$ cat src/rtl/afrmux_consts.svh
// Constants for the alternate function remap multiplexer.
// Summary of operation
// RULE1 - Eight option bits, bit n selects option n
// RULE2 - Cleared option keeps default alternate function
// RULE3 - Option 7 puts beeper on D4
// RULE4 - Option 6 puts I2C data B5, clock B4
// RULE5 - Option 5 puts advanced timer set on B3..B0
// RULE6 - Option 4 puts timer channel 4 on D7
// RULE7 - Option 3 puts break input on D0
// RULE8 - Option 2 puts clock output on D0
// RULE9 - Option 2 wins over option 3 on D0
// RULE10 - Option 1 puts timer channels on A3, D2
// RULE11 - Option 0 puts converter trigger on D3
// RULE12 - Software enables one option per port only; the option register accepts any combination of the eight bits
// RULE13 - Active option removes default function from pin
// RULE14 - Peripheral must be enabled by its own registers
// RULE15 - Options latched at reset release, held until reset
`ifndef AFRMUX_CONSTS_SVH
`define AFRMUX_CONSTS_SVH

// ********************************************************************
// Register map
// ********************************************************************
`define AFRMUX_OFS_OPTIONS   12'h000
`define AFRMUX_OFS_ACTIVE    12'h004
`define AFRMUX_OFS_PINSEL    12'h008
`define AFRMUX_OPTIONS_RST   8'h00

// ********************************************************************
// Option bit positions
// ********************************************************************
`define AFRMUX_BIT_CONV_TRIG 0
`define AFRMUX_BIT_GPTIMER   1
`define AFRMUX_BIT_CLK_OUT   2
`define AFRMUX_BIT_BREAK     3
`define AFRMUX_BIT_CH4       4
`define AFRMUX_BIT_ADV_PORTB 5
`define AFRMUX_BIT_TWOWIRE   6
`define AFRMUX_BIT_BEEPER    7

`endif

$ cat src/rtl/afrmux_pkg.sv
// Types shared by the alternate function remap multiplexer.
package afrmux_pkg;
  // Function routed onto port D pin 0.
  typedef enum logic [1:0] {
    AFRMUX_D0_DEFAULT,
    AFRMUX_D0_BREAK,
    AFRMUX_D0_CLKOUT
  } afrmux_d0_sel_t;
endpackage

$ cat src/rtl/afrmux_route.sv
// Combinational pin routing for one set of remap options.
`timescale 1ns/1ps
module afrmux_route
  import afrmux_pkg::*;
(
  input  wire logic [7:0]  opts,
  input  wire logic [7:0]  dflt_a,
  input  wire logic [7:0]  dflt_b,
  input  wire logic [7:0]  dflt_d,
  input  wire logic        beeper_output,
  input  wire logic        twowire_sda,
  input  wire logic        twowire_scl,
  input  wire logic        advtimer_ext_trigger,
  input  wire logic        advtimer_comp_out3,
  input  wire logic        advtimer_comp_out2,
  input  wire logic        advtimer_comp_out1,
  input  wire logic        advtimer_channel4,
  input  wire logic        advtimer_break_in,
  input  wire logic        configurable_clock_out,
  input  wire logic        gptimer_b_channel1,
  input  wire logic        gptimer_a_channel3,
  input  wire logic        converter_ext_trigger,
  output logic      [7:0]  af_a,
  output logic      [7:0]  af_b,
  output logic      [7:0]  af_d,
  output logic      [7:0]  remap_mask_a,
  output logic      [7:0]  remap_mask_b,
  output logic      [7:0]  remap_mask_d,
  output afrmux_d0_sel_t   d0_sel
);
  `include "afrmux_consts.svh"

  always_comb begin
    // Default alternate functions stand wherever no option claims the pin.
    af_a         = dflt_a; // see RULE2
    af_b         = dflt_b; // see RULE2
    af_d         = dflt_d; // see RULE2
    remap_mask_a = 8'h00;
    remap_mask_b = 8'h00;
    remap_mask_d = 8'h00;
    d0_sel       = AFRMUX_D0_DEFAULT;
    if (opts[`AFRMUX_BIT_BEEPER]) begin
      af_d[4] = beeper_output; // see RULE3
      remap_mask_d[4] = 1'b1; // see RULE13
    end
    if (opts[`AFRMUX_BIT_TWOWIRE]) begin
      af_b[5] = twowire_sda; // see RULE4
      af_b[4] = twowire_scl; // see RULE4
      remap_mask_b[5:4] = 2'h3;
    end
    if (opts[`AFRMUX_BIT_ADV_PORTB]) begin
      af_b[3] = advtimer_ext_trigger; // see RULE5
      af_b[2] = advtimer_comp_out3; // see RULE5
      af_b[1] = advtimer_comp_out2; // see RULE5
      af_b[0] = advtimer_comp_out1; // see RULE5
      remap_mask_b[3:0] = 4'hF;
    end
    if (opts[`AFRMUX_BIT_CH4]) begin
      af_d[7] = advtimer_channel4; // see RULE6
      remap_mask_d[7] = 1'b1;
    end
    // Clock output is tested first so it wins the shared pin.
    if (opts[`AFRMUX_BIT_CLK_OUT]) begin
      af_d[0] = configurable_clock_out; // see RULE8 see RULE9
      remap_mask_d[0] = 1'b1;
      d0_sel = AFRMUX_D0_CLKOUT;
    end else if (opts[`AFRMUX_BIT_BREAK]) begin
      af_d[0] = advtimer_break_in; // see RULE7
      remap_mask_d[0] = 1'b1;
      d0_sel = AFRMUX_D0_BREAK;
    end
    if (opts[`AFRMUX_BIT_GPTIMER]) begin
      af_a[3] = gptimer_b_channel1; // see RULE10
      af_d[2] = gptimer_a_channel3; // see RULE10
      remap_mask_a[3] = 1'b1;
      remap_mask_d[2] = 1'b1;
    end
    if (opts[`AFRMUX_BIT_CONV_TRIG]) begin
      af_d[3] = converter_ext_trigger; // see RULE11
      remap_mask_d[3] = 1'b1;
    end
  end
endmodule // afrmux_route

$ cat src/rtl/afrmux_top.sv
// Alternate function remap multiplexer with APB option register.
//
// The register addresses and the APB register port were decided locally.
`timescale 1ns/1ps
module afrmux_top
  import afrmux_pkg::*;
(
  input  wire logic        pclk,
  input  wire logic        presetn,
  input  wire logic        clk_en,
  input  wire logic        psel,
  input  wire logic        penable,
  input  wire logic        pwrite,
  input  wire logic [11:0] paddr,
  input  wire logic [31:0] pwdata,
  output logic      [31:0] prdata,
  output logic             pready,
  output logic             pslverr,
  input  wire logic [7:0]  dflt_a,
  input  wire logic [7:0]  dflt_b,
  input  wire logic [7:0]  dflt_d,
  input  wire logic        beeper_output,
  input  wire logic        twowire_sda,
  input  wire logic        twowire_scl,
  input  wire logic        advtimer_ext_trigger,
  input  wire logic        advtimer_comp_out3,
  input  wire logic        advtimer_comp_out2,
  input  wire logic        advtimer_comp_out1,
  input  wire logic        advtimer_channel4,
  input  wire logic        advtimer_break_in,
  input  wire logic        configurable_clock_out,
  input  wire logic        gptimer_b_channel1,
  input  wire logic        gptimer_a_channel3,
  input  wire logic        converter_ext_trigger,
  output logic      [7:0]  af_a,
  output logic      [7:0]  af_b,
  output logic      [7:0]  af_d,
  output logic      [7:0]  remap_mask_a,
  output logic      [7:0]  remap_mask_b,
  output logic      [7:0]  remap_mask_d
);
  `include "afrmux_consts.svh"

  // ******************************************************************
  // Option byte and active snapshot
  // ******************************************************************
  // The stored byte models the option store: writes land here but the
  // pins follow only the copy taken at reset release, so a write takes
  // effect at the next reset.
  logic [7:0]     pin_remap_options_r = `AFRMUX_OPTIONS_RST;
  logic [7:0]     active_opts_r;
  logic           loaded_r;
  logic [7:0]     af_a_nxt;
  logic [7:0]     af_b_nxt;
  logic [7:0]     af_d_nxt;
  logic [7:0]     mask_a_nxt;
  logic [7:0]     mask_b_nxt;
  logic [7:0]     mask_d_nxt;
  afrmux_d0_sel_t d0_sel_nxt;
  afrmux_d0_sel_t d0_sel_r;
  logic           apb_acc;
  logic           apb_wr;

  assign apb_acc = psel && penable;
  assign apb_wr  = apb_acc && pwrite && (paddr == `AFRMUX_OFS_OPTIONS);

  // The option store survives presetn like a non-volatile byte, so a
  // value written before a reset is what the pins follow after it.
  // Clearing it on reset would leave every remap option unreachable.
  always_ff @(posedge pclk) begin
    if (clk_en && apb_wr) begin
      pin_remap_options_r <= pwdata[7:0]; // see RULE1
    end
  end

  // Snapshot taken once, on the first enabled edge after release.
  always_ff @(posedge pclk or negedge presetn) begin
    if (!presetn) begin
      active_opts_r <= 8'h00;
      loaded_r      <= 1'b0;
    end else if (clk_en && !loaded_r) begin
      active_opts_r <= pin_remap_options_r; // see RULE15
      loaded_r      <= 1'b1;
    end
  end

  afrmux_route u_route (
    .opts                   (active_opts_r),
    .dflt_a                 (dflt_a),
    .dflt_b                 (dflt_b),
    .dflt_d                 (dflt_d),
    .beeper_output          (beeper_output),
    .twowire_sda            (twowire_sda),
    .twowire_scl            (twowire_scl),
    .advtimer_ext_trigger   (advtimer_ext_trigger),
    .advtimer_comp_out3     (advtimer_comp_out3),
    .advtimer_comp_out2     (advtimer_comp_out2),
    .advtimer_comp_out1     (advtimer_comp_out1),
    .advtimer_channel4      (advtimer_channel4),
    .advtimer_break_in      (advtimer_break_in),
    .configurable_clock_out (configurable_clock_out),
    .gptimer_b_channel1     (gptimer_b_channel1),
    .gptimer_a_channel3     (gptimer_a_channel3),
    .converter_ext_trigger  (converter_ext_trigger),
    .af_a                   (af_a_nxt),
    .af_b                   (af_b_nxt),
    .af_d                   (af_d_nxt),
    .remap_mask_a           (mask_a_nxt),
    .remap_mask_b           (mask_b_nxt),
    .remap_mask_d           (mask_d_nxt),
    .d0_sel                 (d0_sel_nxt)
  );

  // ******************************************************************
  // Registered pin outputs
  // ******************************************************************
  // Registering costs one cycle of latency on each routed function.
  always_ff @(posedge pclk or negedge presetn) begin
    if (!presetn) begin
      af_a         <= 8'h00;
      af_b         <= 8'h00;
      af_d         <= 8'h00;
      remap_mask_a <= 8'h00;
      remap_mask_b <= 8'h00;
      remap_mask_d <= 8'h00;
      d0_sel_r     <= AFRMUX_D0_DEFAULT;
    end else if (clk_en) begin
      af_a         <= af_a_nxt; // see RULE2 see RULE13
      af_b         <= af_b_nxt;
      af_d         <= af_d_nxt;
      remap_mask_a <= mask_a_nxt;
      remap_mask_b <= mask_b_nxt;
      remap_mask_d <= mask_d_nxt;
      d0_sel_r     <= d0_sel_nxt;
    end
  end

  // ******************************************************************
  // APB slave
  // ******************************************************************
  // Zero wait states; unmapped addresses answer with an error.
  always_ff @(posedge pclk or negedge presetn) begin
    if (!presetn) begin
      pready  <= 1'b0;
      pslverr <= 1'b0;
      prdata  <= 32'h0000_0000;
    end else if (clk_en) begin
      pready  <= psel && !penable;
      pslverr <= 1'b0;
      prdata  <= 32'h0000_0000;
      if (psel && !penable) begin
        unique case (paddr)
          `AFRMUX_OFS_OPTIONS: prdata <= {24'h000000, pin_remap_options_r};
          `AFRMUX_OFS_ACTIVE:  prdata <= {24'h000000, active_opts_r};
          `AFRMUX_OFS_PINSEL:  prdata <= {8'h00, remap_mask_d, remap_mask_b,
                                          remap_mask_a};
          default:             pslverr <= 1'b1;
        endcase
      end
    end
  end
endmodule // afrmux_top

$ cat config.mk
export PLATFORM = sky130hd
export DESIGN_NAME = afrmux_top
export DESIGN_NICKNAME = d
export VERILOG_FILES = /design/src/rtl/afrmux_pkg.sv /design/src/rtl/afrmux_route.sv /design/src/rtl/afrmux_top.sv
export VERILOG_INCLUDE_DIRS = /design/src /design/src/rtl
export SDC_FILE = /design/constraint.sdc
export NUM_CORES = 1
export LEC_CHECK = 0
export ABC_AREA = 1
export BUFFER_PORTS_ARGS = -buffer_cell sky130_fd_sc_hd__buf_2
export CAP_MARGIN = 25
export CORE_MARGIN = 2
export CORE_UTILIZATION = 36
export DETAILED_ROUTE_END_ITERATION = 10
export SETUP_SLACK_MARGIN = 0.02
export SLEW_MARGIN = 10
export SYNTH_ARGS = -nofsm -noshare
export SYNTH_HDL_FRONTEND = slang
export SYNTH_HIERARCHICAL = 1
export SYNTH_SLANG_ARGS = --single-unit
$ cat constraint.sdc
create_clock -name pclk -period 2.9 [get_ports pclk]
set_clock_uncertainty 0.2 [all_clocks]
set_input_delay 0.145 -clock pclk [delete_from_list [all_inputs] [get_ports pclk]]
set_output_delay 0.145 -clock pclk [all_outputs]
set_load 0.05 [all_outputs]
==> results.json, run 1 <==
{
  "drive_gt1_share_pct": 29.4,
  "clock_path_buffers": 2,
  "num-fill-cells": 1091,
  "ctsResizeCount": 0,
  "area_delta_synth_final_pct": 31.5,
  "syn_area_mm2": 0.00424,
  "grt_pass1_vias": 3523,
  "drc": 0,
  "ys.warnings.count": 6,
  "totalPowerFinal_uw": 3140,
  "core_area_mm2": 0.0115,
  "clk_pin_slew_ns": 0.06,
  "power_frac_clock_pct": 42.0,
  "port_buffers": 136,
  "final_common_cell": "nand2_1",
  "period_share_pct": 64.7,
  "reg2reg_from": "active_opts_r[5]",
  "max_slew_margin_pct": 55.9,
  "timing_worst_slew_pin_value_ns": 0.658,
  "multi_input_area_mm2": 0.00145,
  "dr.pass1.iters": 7,
  "grt_max_degree": 46,
  "r2r-end": "af_b[1]",
  "seqCellArea_mm2": 0.00232,
  "via_per_inst": 4.56,
  "clock_sinks": 91,
  "rsz0062_at_grt": "no",
  "r2r_slack_ns": 1.02,
  "ant_nets": 0,
  "grt_pass1_wl_um": 17300,
  "p_seq_share_pct": 43.2,
  "switching_share_pct": 26.9,
  "htreeDepth": 3,
  "rows": 39,
  "dieArea_mm2": 0.0127,
  "required_ns": 2.94,
  "internal_power_uw": 2300,
  "die_x_um": 113,
  "hp-class": "in -> reg",
  "gp_routability_congestion": 0.755,
  "p_comb_share_pct": 14.8,
  "hold_viol": 0,
  "avgSynthCellArea_um2": 9.12,
  "cts_buffers": 9,
  "power_density_mw_per_mm2": 564,
  "cp_max_fo": 14,
  "critPathCaptureType": "flop",
  "antenna_found_initial": 2,
  "post_drt_wl_per_cell_um": 13.9,
  "clock_latency_ns": 0.35,
  "arrival_ns": 1.92,
  "period_minus_slack_ns": 1.88,
  "irDropWorstVdd_mv": 0.346,
  "final_cell_mix": "nand2_1, buf_2, dfrtp_1, dlygate4sd3_1, nand3_1",
  "drtIter0Drc": 186,
  "report.final.setup_viol": 0,
  "grt_usage_pct": 17.7,
  "io_pins": 169,
  "path_class": "reg -> reg",
  "r2r_cells": 4,
  "nNetsFinal": 704,
  "start_util_pct": 37.0,
  "via_count": 3491,
  "maxSlewViolCount": 0,
  "status": "finished, final reports clean",
  "p_leak_uw": 0.00300,
  "dp_slack_ns": 0.772,
  "cts_tree": "built",
  "maxCapViolations": 0,
  "cp-start-kind": "flop",
  "p_switching_uw": 846,
  "worst_slack_ns": 1.02,
  "syn_inst": 465,
  "routed_wl_um": 10700,
  "cts_root_buf": "clkbuf_16",
  "worstSetupStartpoint": "active_opts_r[5]",
  "dp_hpwl_um": 7080,
  "critPathCapture": "af_b[1]",
  "fmax_mhz": 533,
  "grt_overflow": 0,
  "setup_tns_ns": 0,
  "die_height_um": 113
}
==> stage by stage <==
step | util (%) | hold WS (ns) | area [um^2] | std cells
after floorplan | - | -0.351 | 4310 | 483
after global placement | 41.6 | 0.126 | 4770 | 703
after detailed placement | 41.8 | -0.000625 | 4790 | 704
after CTS | 48.6 | 0.0254 | 5570 | 765
after global routing | 48.6 | 0.0720 | 5570 | 765
final | 48.6 | 0.0310 | 5570 | 766
==> registers in the layout (all words and copies together), names as in the netlist, 8 cells and up <==
register and cells:
remap_mask_b 8, prdata 24, af_d 8, remap_mask_a 8, af_a 8, remap_mask_d 8
af_b 8, pin_remap_options_r 8, active_opts_r 8
==> cell type report <==
class,count,area share [%]
Clock inverter,7,1.91
Sequential cell,91,41.6
Tap cell,143,3.21
Inverter,34,2.29
Clock buffer,9,4.04
Antenna cell,1,0.0449
Multi-Input combinational cell,297,26.0
Timing Repair Buffer,184,21.0
==> worst min-delay path by stage <==
stage	from	end	slack (ns)	cells past startpoint
floorplan	presetn	active_opts_r[0]	-0.35	0
global placement	pwdata[2]	pin_remap_options_r[2]	0.13	1
detailed placement	presetn	af_d[5]	-0.0006	1
CTS	paddr[1]	pslverr	0.03	5
global route	paddr[1]	pslverr	0.07	5
finish	paddr[1]	pslverr	0.03	5
==> layer usage <==
| layer | track usage, % | share of wire [%] | wire [um] | vias up |
|---|---|---|---|---|
| met4 | 7.40 | 2.2 | 230 | 2 |
| li1 | - | - | - | 1714 |
| met2 | 31.4 | 52 | 5490 | 108 |
| met5 | 0 | 0.15 | 16 | - |
| met1 | 20.4 | 41 | 4390 | 1649 |
| met3 | 4.43 | 5.0 | 536 | 18 |
==> power by group through the flow <==
stage	Sequential [uW]	Combinational (uW)	Clock, uW
after floorplan	1550	142	0
after CTS	1360	469	1350
after global routing	1360	502	1400
final	1360	466	1320
after detailed placement	1380	423	0
after global placement	1380	414	0
==> what timing repair did <==
item                      CTS  global route
hold buffers               45             0
buffers inserted            0             0
hold endpoints to repair   76             0
==> critical path: stages (launching register included) <==
cell	delay (ns)
dfrtp_1	0.65
o21ai_0	0.19
dlygate4sd3_1	0.59
nand2_1	0.07
nand2_1	0.06
Power figures use the tool's default switching activity.
==> inputs of run 2 (changes only) <==
==> constraint.sdc (replaced) <==
create_clock -name pclk -period 1.5 [get_ports pclk]
set_clock_uncertainty 0.2 [all_clocks]
set_input_delay 0.075 -clock pclk [delete_from_list [all_inputs] [get_ports pclk]]
set_output_delay 0.075 -clock pclk [all_outputs]
set_load 0.05 [all_outputs]
==> run 2 against run 1 <==
  * Sequential power increased by 93%
  * Via count grew 0.63%
  * Critical endpoint is now af_a[0]
  * Count of clock-buffer cells in the layout did not move
  * Register-to-register slack worse by 0.86 ns
  * Die area did not move
  * Hold slack better by 0.0039 ns
  * Core utilization up 1.6 points
  * Final cell count increased by 2.7%
  * Wire length up 1.0%
  * Clock power is 61% higher
  * Total power up 81%
==> results.json, run 2 (synthesized netlist as in run 1, its figures left out) <==
{
  "power_density_mw_per_mm2": 989,
  "grt_pass1_vias": 3646,
  "dr.pass1.iters": 4,
  "critical_path_buf_inv_count": 3,
  "fmax_mhz": 730,
  "maxCapViolations": 0,
  "reg2reg_from": "loaded_r",
  "period_minus_slack_ns": 1.37,
  "setup_tns_ns": 0,
  "crit_slowest_cell": "dlygate4sd3_1",
  "irDropWorstVdd_mv": 0.459,
  "dp_hpwl_um": 7160,
  "grt_pass1_wl_um": 17500,
  "largest_register_ffs": 24,
  "hold_end": "af_a[3]",
  "maxSlewViolCount": 0,
  "dieArea_mm2": 0.0127,
  "hp-class": "in -> reg",
  "hold_viol": 0,
  "rows": 39,
  "arrival_ns": 1.41,
  "port_buffers": 136,
  "cts_buffers": 9,
  "top_register": "prdata",
  "rsz0062_at_grt": "no",
  "r2r_cells": 3,
  "r2r-end": "active_opts_r[1]",
  "critPathCaptureType": "flop",
  "die_x_um": 113,
  "nNetsFinal": 725,
  "status": "finished, final reports clean",
  "final_common_cell": "nand2_1",
  "holdWs_ns": 0.0349,
  "ant_nets": 0,
  "start_util_pct": 37.0,
  "area_delta_synth_final_pct": 35.9,
  "post_drt_wl_per_cell_um": 13.7,
  "gp_routability_congestion": 0.764,
  "final_cell_mix": "nand2_1, buf_2, dfrtp_1, dlygate4sd3_1, nand3_1",
  "antenna_found_initial": 0,
  "via_count": 3513,
  "core_area_mm2": 0.0115,
  "grt_max_degree": 46,
  "clock_path_buffers": 2,
  "drc": 0,
  "cts_tree": "built",
  "io_pins": 169,
  "cp_max_fo": 1,
  "period_share_pct": 91.4,
  "routed_wl_um": 10800,
  "cp-start-kind": "primary input",
  "drive_gt1_share_pct": 30.6,
  "cts_root_buf": "clkbuf_16",
  "max_stage_delay_ns": 0.55,
  "crit_family": "buffers and inverters",
  "grt_usage_pct": 17.6,
  "cts_setup_buffers": 0,
  "holdPathStages": 4,
  "crit_chain": "dlygate4sd3_1, buf_2, nand2_1, dlygate4sd3_1, nand2_1",
  "grt_overflow": 0,
  "r2r_slack_ns": 0.16,
  "path_class": "in -> reg",
  "clock_latency_ns": 0.34,
  "clock_sinks": 91,
  "clk_pin_slew_ns": 0.07,
  "min_from": "clk_en",
  "die_height_um": 113,
  "required_ns": 1.53,
  "via_per_inst": 4.46,
  "p_leak_uw": 0.00309,
  "drtIter0Drc": 133,
  "report.final.setup_viol": 0,
  "htreeDepth": 3
}
## run 2: cell count changes in the layout (fill, tap and decap cells not counted), sizes merged
cell         change
clkinv           -1
buf             +10
dlygate4sd3     +11
clkinvlp         +2
inv              +2
bufinv           -3
## run 2: layout make-up
type	instances	area (um^2)
fill	1090	5710
sequential	91	2320
multi-input combinational	297	1450
timing repair buffer	205	1410
clock buffer	9	225
tap	143	179
inverter	34	128
clock inverter	7	51.3
antenna	1	2.50
## run 2: report_power, final
part	switching [uW]	internal (uW)
combinational	650	299
sequential	55.2	2570
clock	989	1130
## run 2: routing by layer
| metal | vias to the layer above | wire length (um) | global-route usage [%] |
|---|---|---|---|
| met2 | 85 | 5610 | 31.6 |
| met4 | 0 | 152 | 5.53 |
| li1 | 1758 | - | - |
| met5 | - | 0 | 0 |
| met3 | 12 | 425 | 4.21 |
| met1 | 1658 | 4590 | 21.0 |
## run 2: how the worst max path moves through the flow
stage / from / cells after the start / endpoint / slack (ns)
finish: dflt_a[0] / 5 / af_a[0] / 0.13
global route: active_opts_r[5] / 4 / prdata[5] / 0.04
CTS: presetn / 4 / prdata[8] / 0.09
detailed placement: paddr[5] / 7 / prdata[9] / 0.03
global placement: paddr[11] / 7 / pin_remap_options_r[4] / 0.08
floorplan: paddr[11] / 6 / pin_remap_options_r[0] / 0.02
## run 2: tightest hold or removal path: cells and delay by family
kind                   cells  cell delay (ns)
buffers and inverters      2             0.36
and+or+nand+nor            2             0.10
## run 2: timing repair
item / CTS / global route
resized for setup: 0 / 1
setup endpoints to repair: 0 / 56
endpoints found under the hold margin: 123 / 0
hold buffers: 56 / 0
## run 2: stage by stage
stage / power [uW] / setup WS (ns) / utilization [%] / cells / area [um^2]
final: 5700 / 0.129 / 50.2 / 787 / 5760
after global routing: 5950 / 0.0389 / 50.2 / 786 / 5760
after CTS: 5760 / 0.0889 / 50.2 / 786 / 5750
after detailed placement: 3510 / 0.0328 / 42.9 / 714 / 4920
after global placement: 3500 / 0.0822 / 42.9 / 714 / 4920
after floorplan: 3270 / 0.0223 / - / 483 / 4310
==> inputs of run 3 (changes only) <==
--- a/config.mk
+++ b/config.mk
@@ -12,6 +12,7 @@
 export CORE_MARGIN = 2
 export CORE_UTILIZATION = 36
 export DETAILED_ROUTE_END_ITERATION = 10
+export PLACE_DENSITY_LB_ADDON = 0.08
 export SETUP_SLACK_MARGIN = 0.02
 export SLEW_MARGIN = 10
 export SYNTH_ARGS = -nofsm -noshare
==> run 3 against run 2 <==
  * Global-route usage is 0.48 points lower
  * Die area stayed put
  * Via count fell by 0.37%
  * Hold slack better by 0.033 ns
  * Clock power is 3% higher
  * Critical endpoint is now prdata[18]
==> results.json, run 3 (synthesized netlist as in run 1, its figures left out) <==
{
  "status": "finished, final reports clean",
  "final_cell_mix": "nand2_1, buf_2, dfrtp_1, dlygate4sd3_1, nand3_1",
  "htreeDepth": 3,
  "r2r-end": "af_b[3]",
  "reg2reg_from": "active_opts_r[5]",
  "cts_tree": "built",
  "clk_pin_slew_ns": 0.06,
  "crit_chain": "dlygate4sd3_1, buf_2, nand3b_2, buf_4, o31ai_2",
  "required_ns": 1.54,
  "drc": 0,
  "max_stage_delay_ns": 0.53,
  "maxSlewViolCount": 0,
  "grt_overflow": 0,
  "cts_root_buf": "clkbuf_16",
  "cp-start-kind": "primary input",
  "start_util_pct": 37.0,
  "rows": 39,
  "grt_max_degree": 42,
  "dr.pass1.iters": 4,
  "cp_max_fo": 8,
  "p_leak_uw": 0.00309,
  "worst_slack_ns": 0.0712,
  "maxCapViolations": 0,
  "arrival_ns": 1.47,
  "period_share_pct": 95.3,
  "gp_routability_congestion": 0.730,
  "diodes": 0,
  "grt_pass1_wl_um": 17200,
  "nNetsFinal": 724,
  "irDropWorstVdd_mv": 0.634,
  "num-fill-cells": 1115,
  "io_pins": 169,
  "core_area_mm2": 0.0115,
  "instances_no_fill": 785,
  "via_per_inst": 4.46,
  "dp_slack_ns": 0.0635,
  "cts_buffers": 9,
  "final_util_pct": 50.2,
  "critPathCapture": "prdata[18]",
  "routed_wl_um": 10700,
  "drtIter0Drc": 152,
  "critical_path_buf_inv_count": 3,
  "fmax_mhz": 700,
  "port_buffers": 136,
  "die_x_um": 113,
  "drive_gt1_share_pct": 31.0,
  "area_delta_synth_final_pct": 35.9,
  "antenna_found_initial": 0,
  "setup_tns_ns": 0,
  "r2r_slack_ns": 0.27,
  "r2r_cells": 4,
  "largest_register_ffs": 24,
  "critPathCaptureType": "flop",
  "hp-class": "in -> reg",
  "clock_sinks": 91,
  "path_class": "in -> reg",
  "ant_nets": 0,
  "grt_usage_pct": 17.2,
  "via_count": 3500,
  "worstSetupStartpoint": "penable",
  "power_density_mw_per_mm2": 1000,
  "post_dp_cell_area_mm2": 0.00494,
  "crit_family": "buffers and inverters",
  "post_drt_wl_per_cell_um": 13.7,
  "cts_setup_buffers": 0,
  "dieArea_mm2": 0.0127,
  "grt_pass1_vias": 3449,
  "rsz0062_at_grt": "yes",
  "path_depth": 5,
  "period_minus_slack_ns": 1.43,
  "report.final.setup_viol": 0,
  "clock_latency_ns": 0.33,
  "place_inst": 717,
  "final_common_cell": "nand2_1",
  "hold_viol": 0,
  "final_area_mm2": 0.00576,
  "crit_slowest_cell": "dlygate4sd3_1",
  "top_register": "prdata",
  "clock_path_buffers": 2,
  "dp_hpwl_um": 7360,
  "die_height_um": 113
}
[run 3: worst min-delay path by stage]
| stage | from | endpoint | slack, ns | cells after the start |
|---|---|---|---|---|
| 2_1_floorplan | presetn | active_opts_r[0] | -0.42 | 0 |
| 3_3_place_gp | presetn | af_a[4] | -0.22 | 1 |
| 3_5_place_dp | presetn | af_a[2] | -0.22 | 1 |
| 4_1_cts | paddr[3] | pslverr | 0.04 | 5 |
| 5_1_grt | paddr[3] | pslverr | 0.07 | 5 |
| 6_report | paddr[3] | pslverr | 0.07 | 5 |
[run 3: where the power goes]
group          leakage (uW)  internal, uW  switching, uW
Sequential          0.00116          2570           50.8
Clock              0.000133          1280            910
Combinational       0.00180           294            651
Total               0.00309          4150           1610
[run 3: timing repair]
| action | in CTS | in global routing |
|---|---|---|
| setup endpoints to repair | 0 | 46 |
| gates resized for setup | 0 | 4 |
| hold endpoints to repair | 123 | 0 |
| hold buffers | 52 | 0 |
[run 3: layout make-up]
cell class	count	area, um^2	share of cell area (%)
multi-input cells	297	1460	25.3
well taps	143	179	3.11
clock buffers	11	233	4.04
inverters	34	128	2.22
repair buffers	204	1390	24.2
clock inverters	5	53.8	0.934
flip-flops and latches	91	2320	40.2
[run 3: worst min-delay path, cell delays in order]
cell      delay, ns
buf_2          0.13
inv_2          0.11
o211ai_2       0.12
inv_1          0.07
o21ai_1        0.05
[run 3: layer usage]
metal  share of wire, %  vias to the layer above  GRT usage, %  wire (um)
li1                   -                     1755             -          -
met1                 46                     1644          22.4       4900
met2                 49                       91          28.8       5220
met3                4.5                       10          3.78        487
met4                1.2                        0          5.28        133
met5                  0                        -             0          0
[run 3: through the flow]
stage	total power, uW	hold WS [ns]
detailed placement	3520	-0.215
global route	6020	0.0688
floorplan	3270	-0.421
CTS	5840	0.0447
finish	5760	0.0683
global placement	3510	-0.218
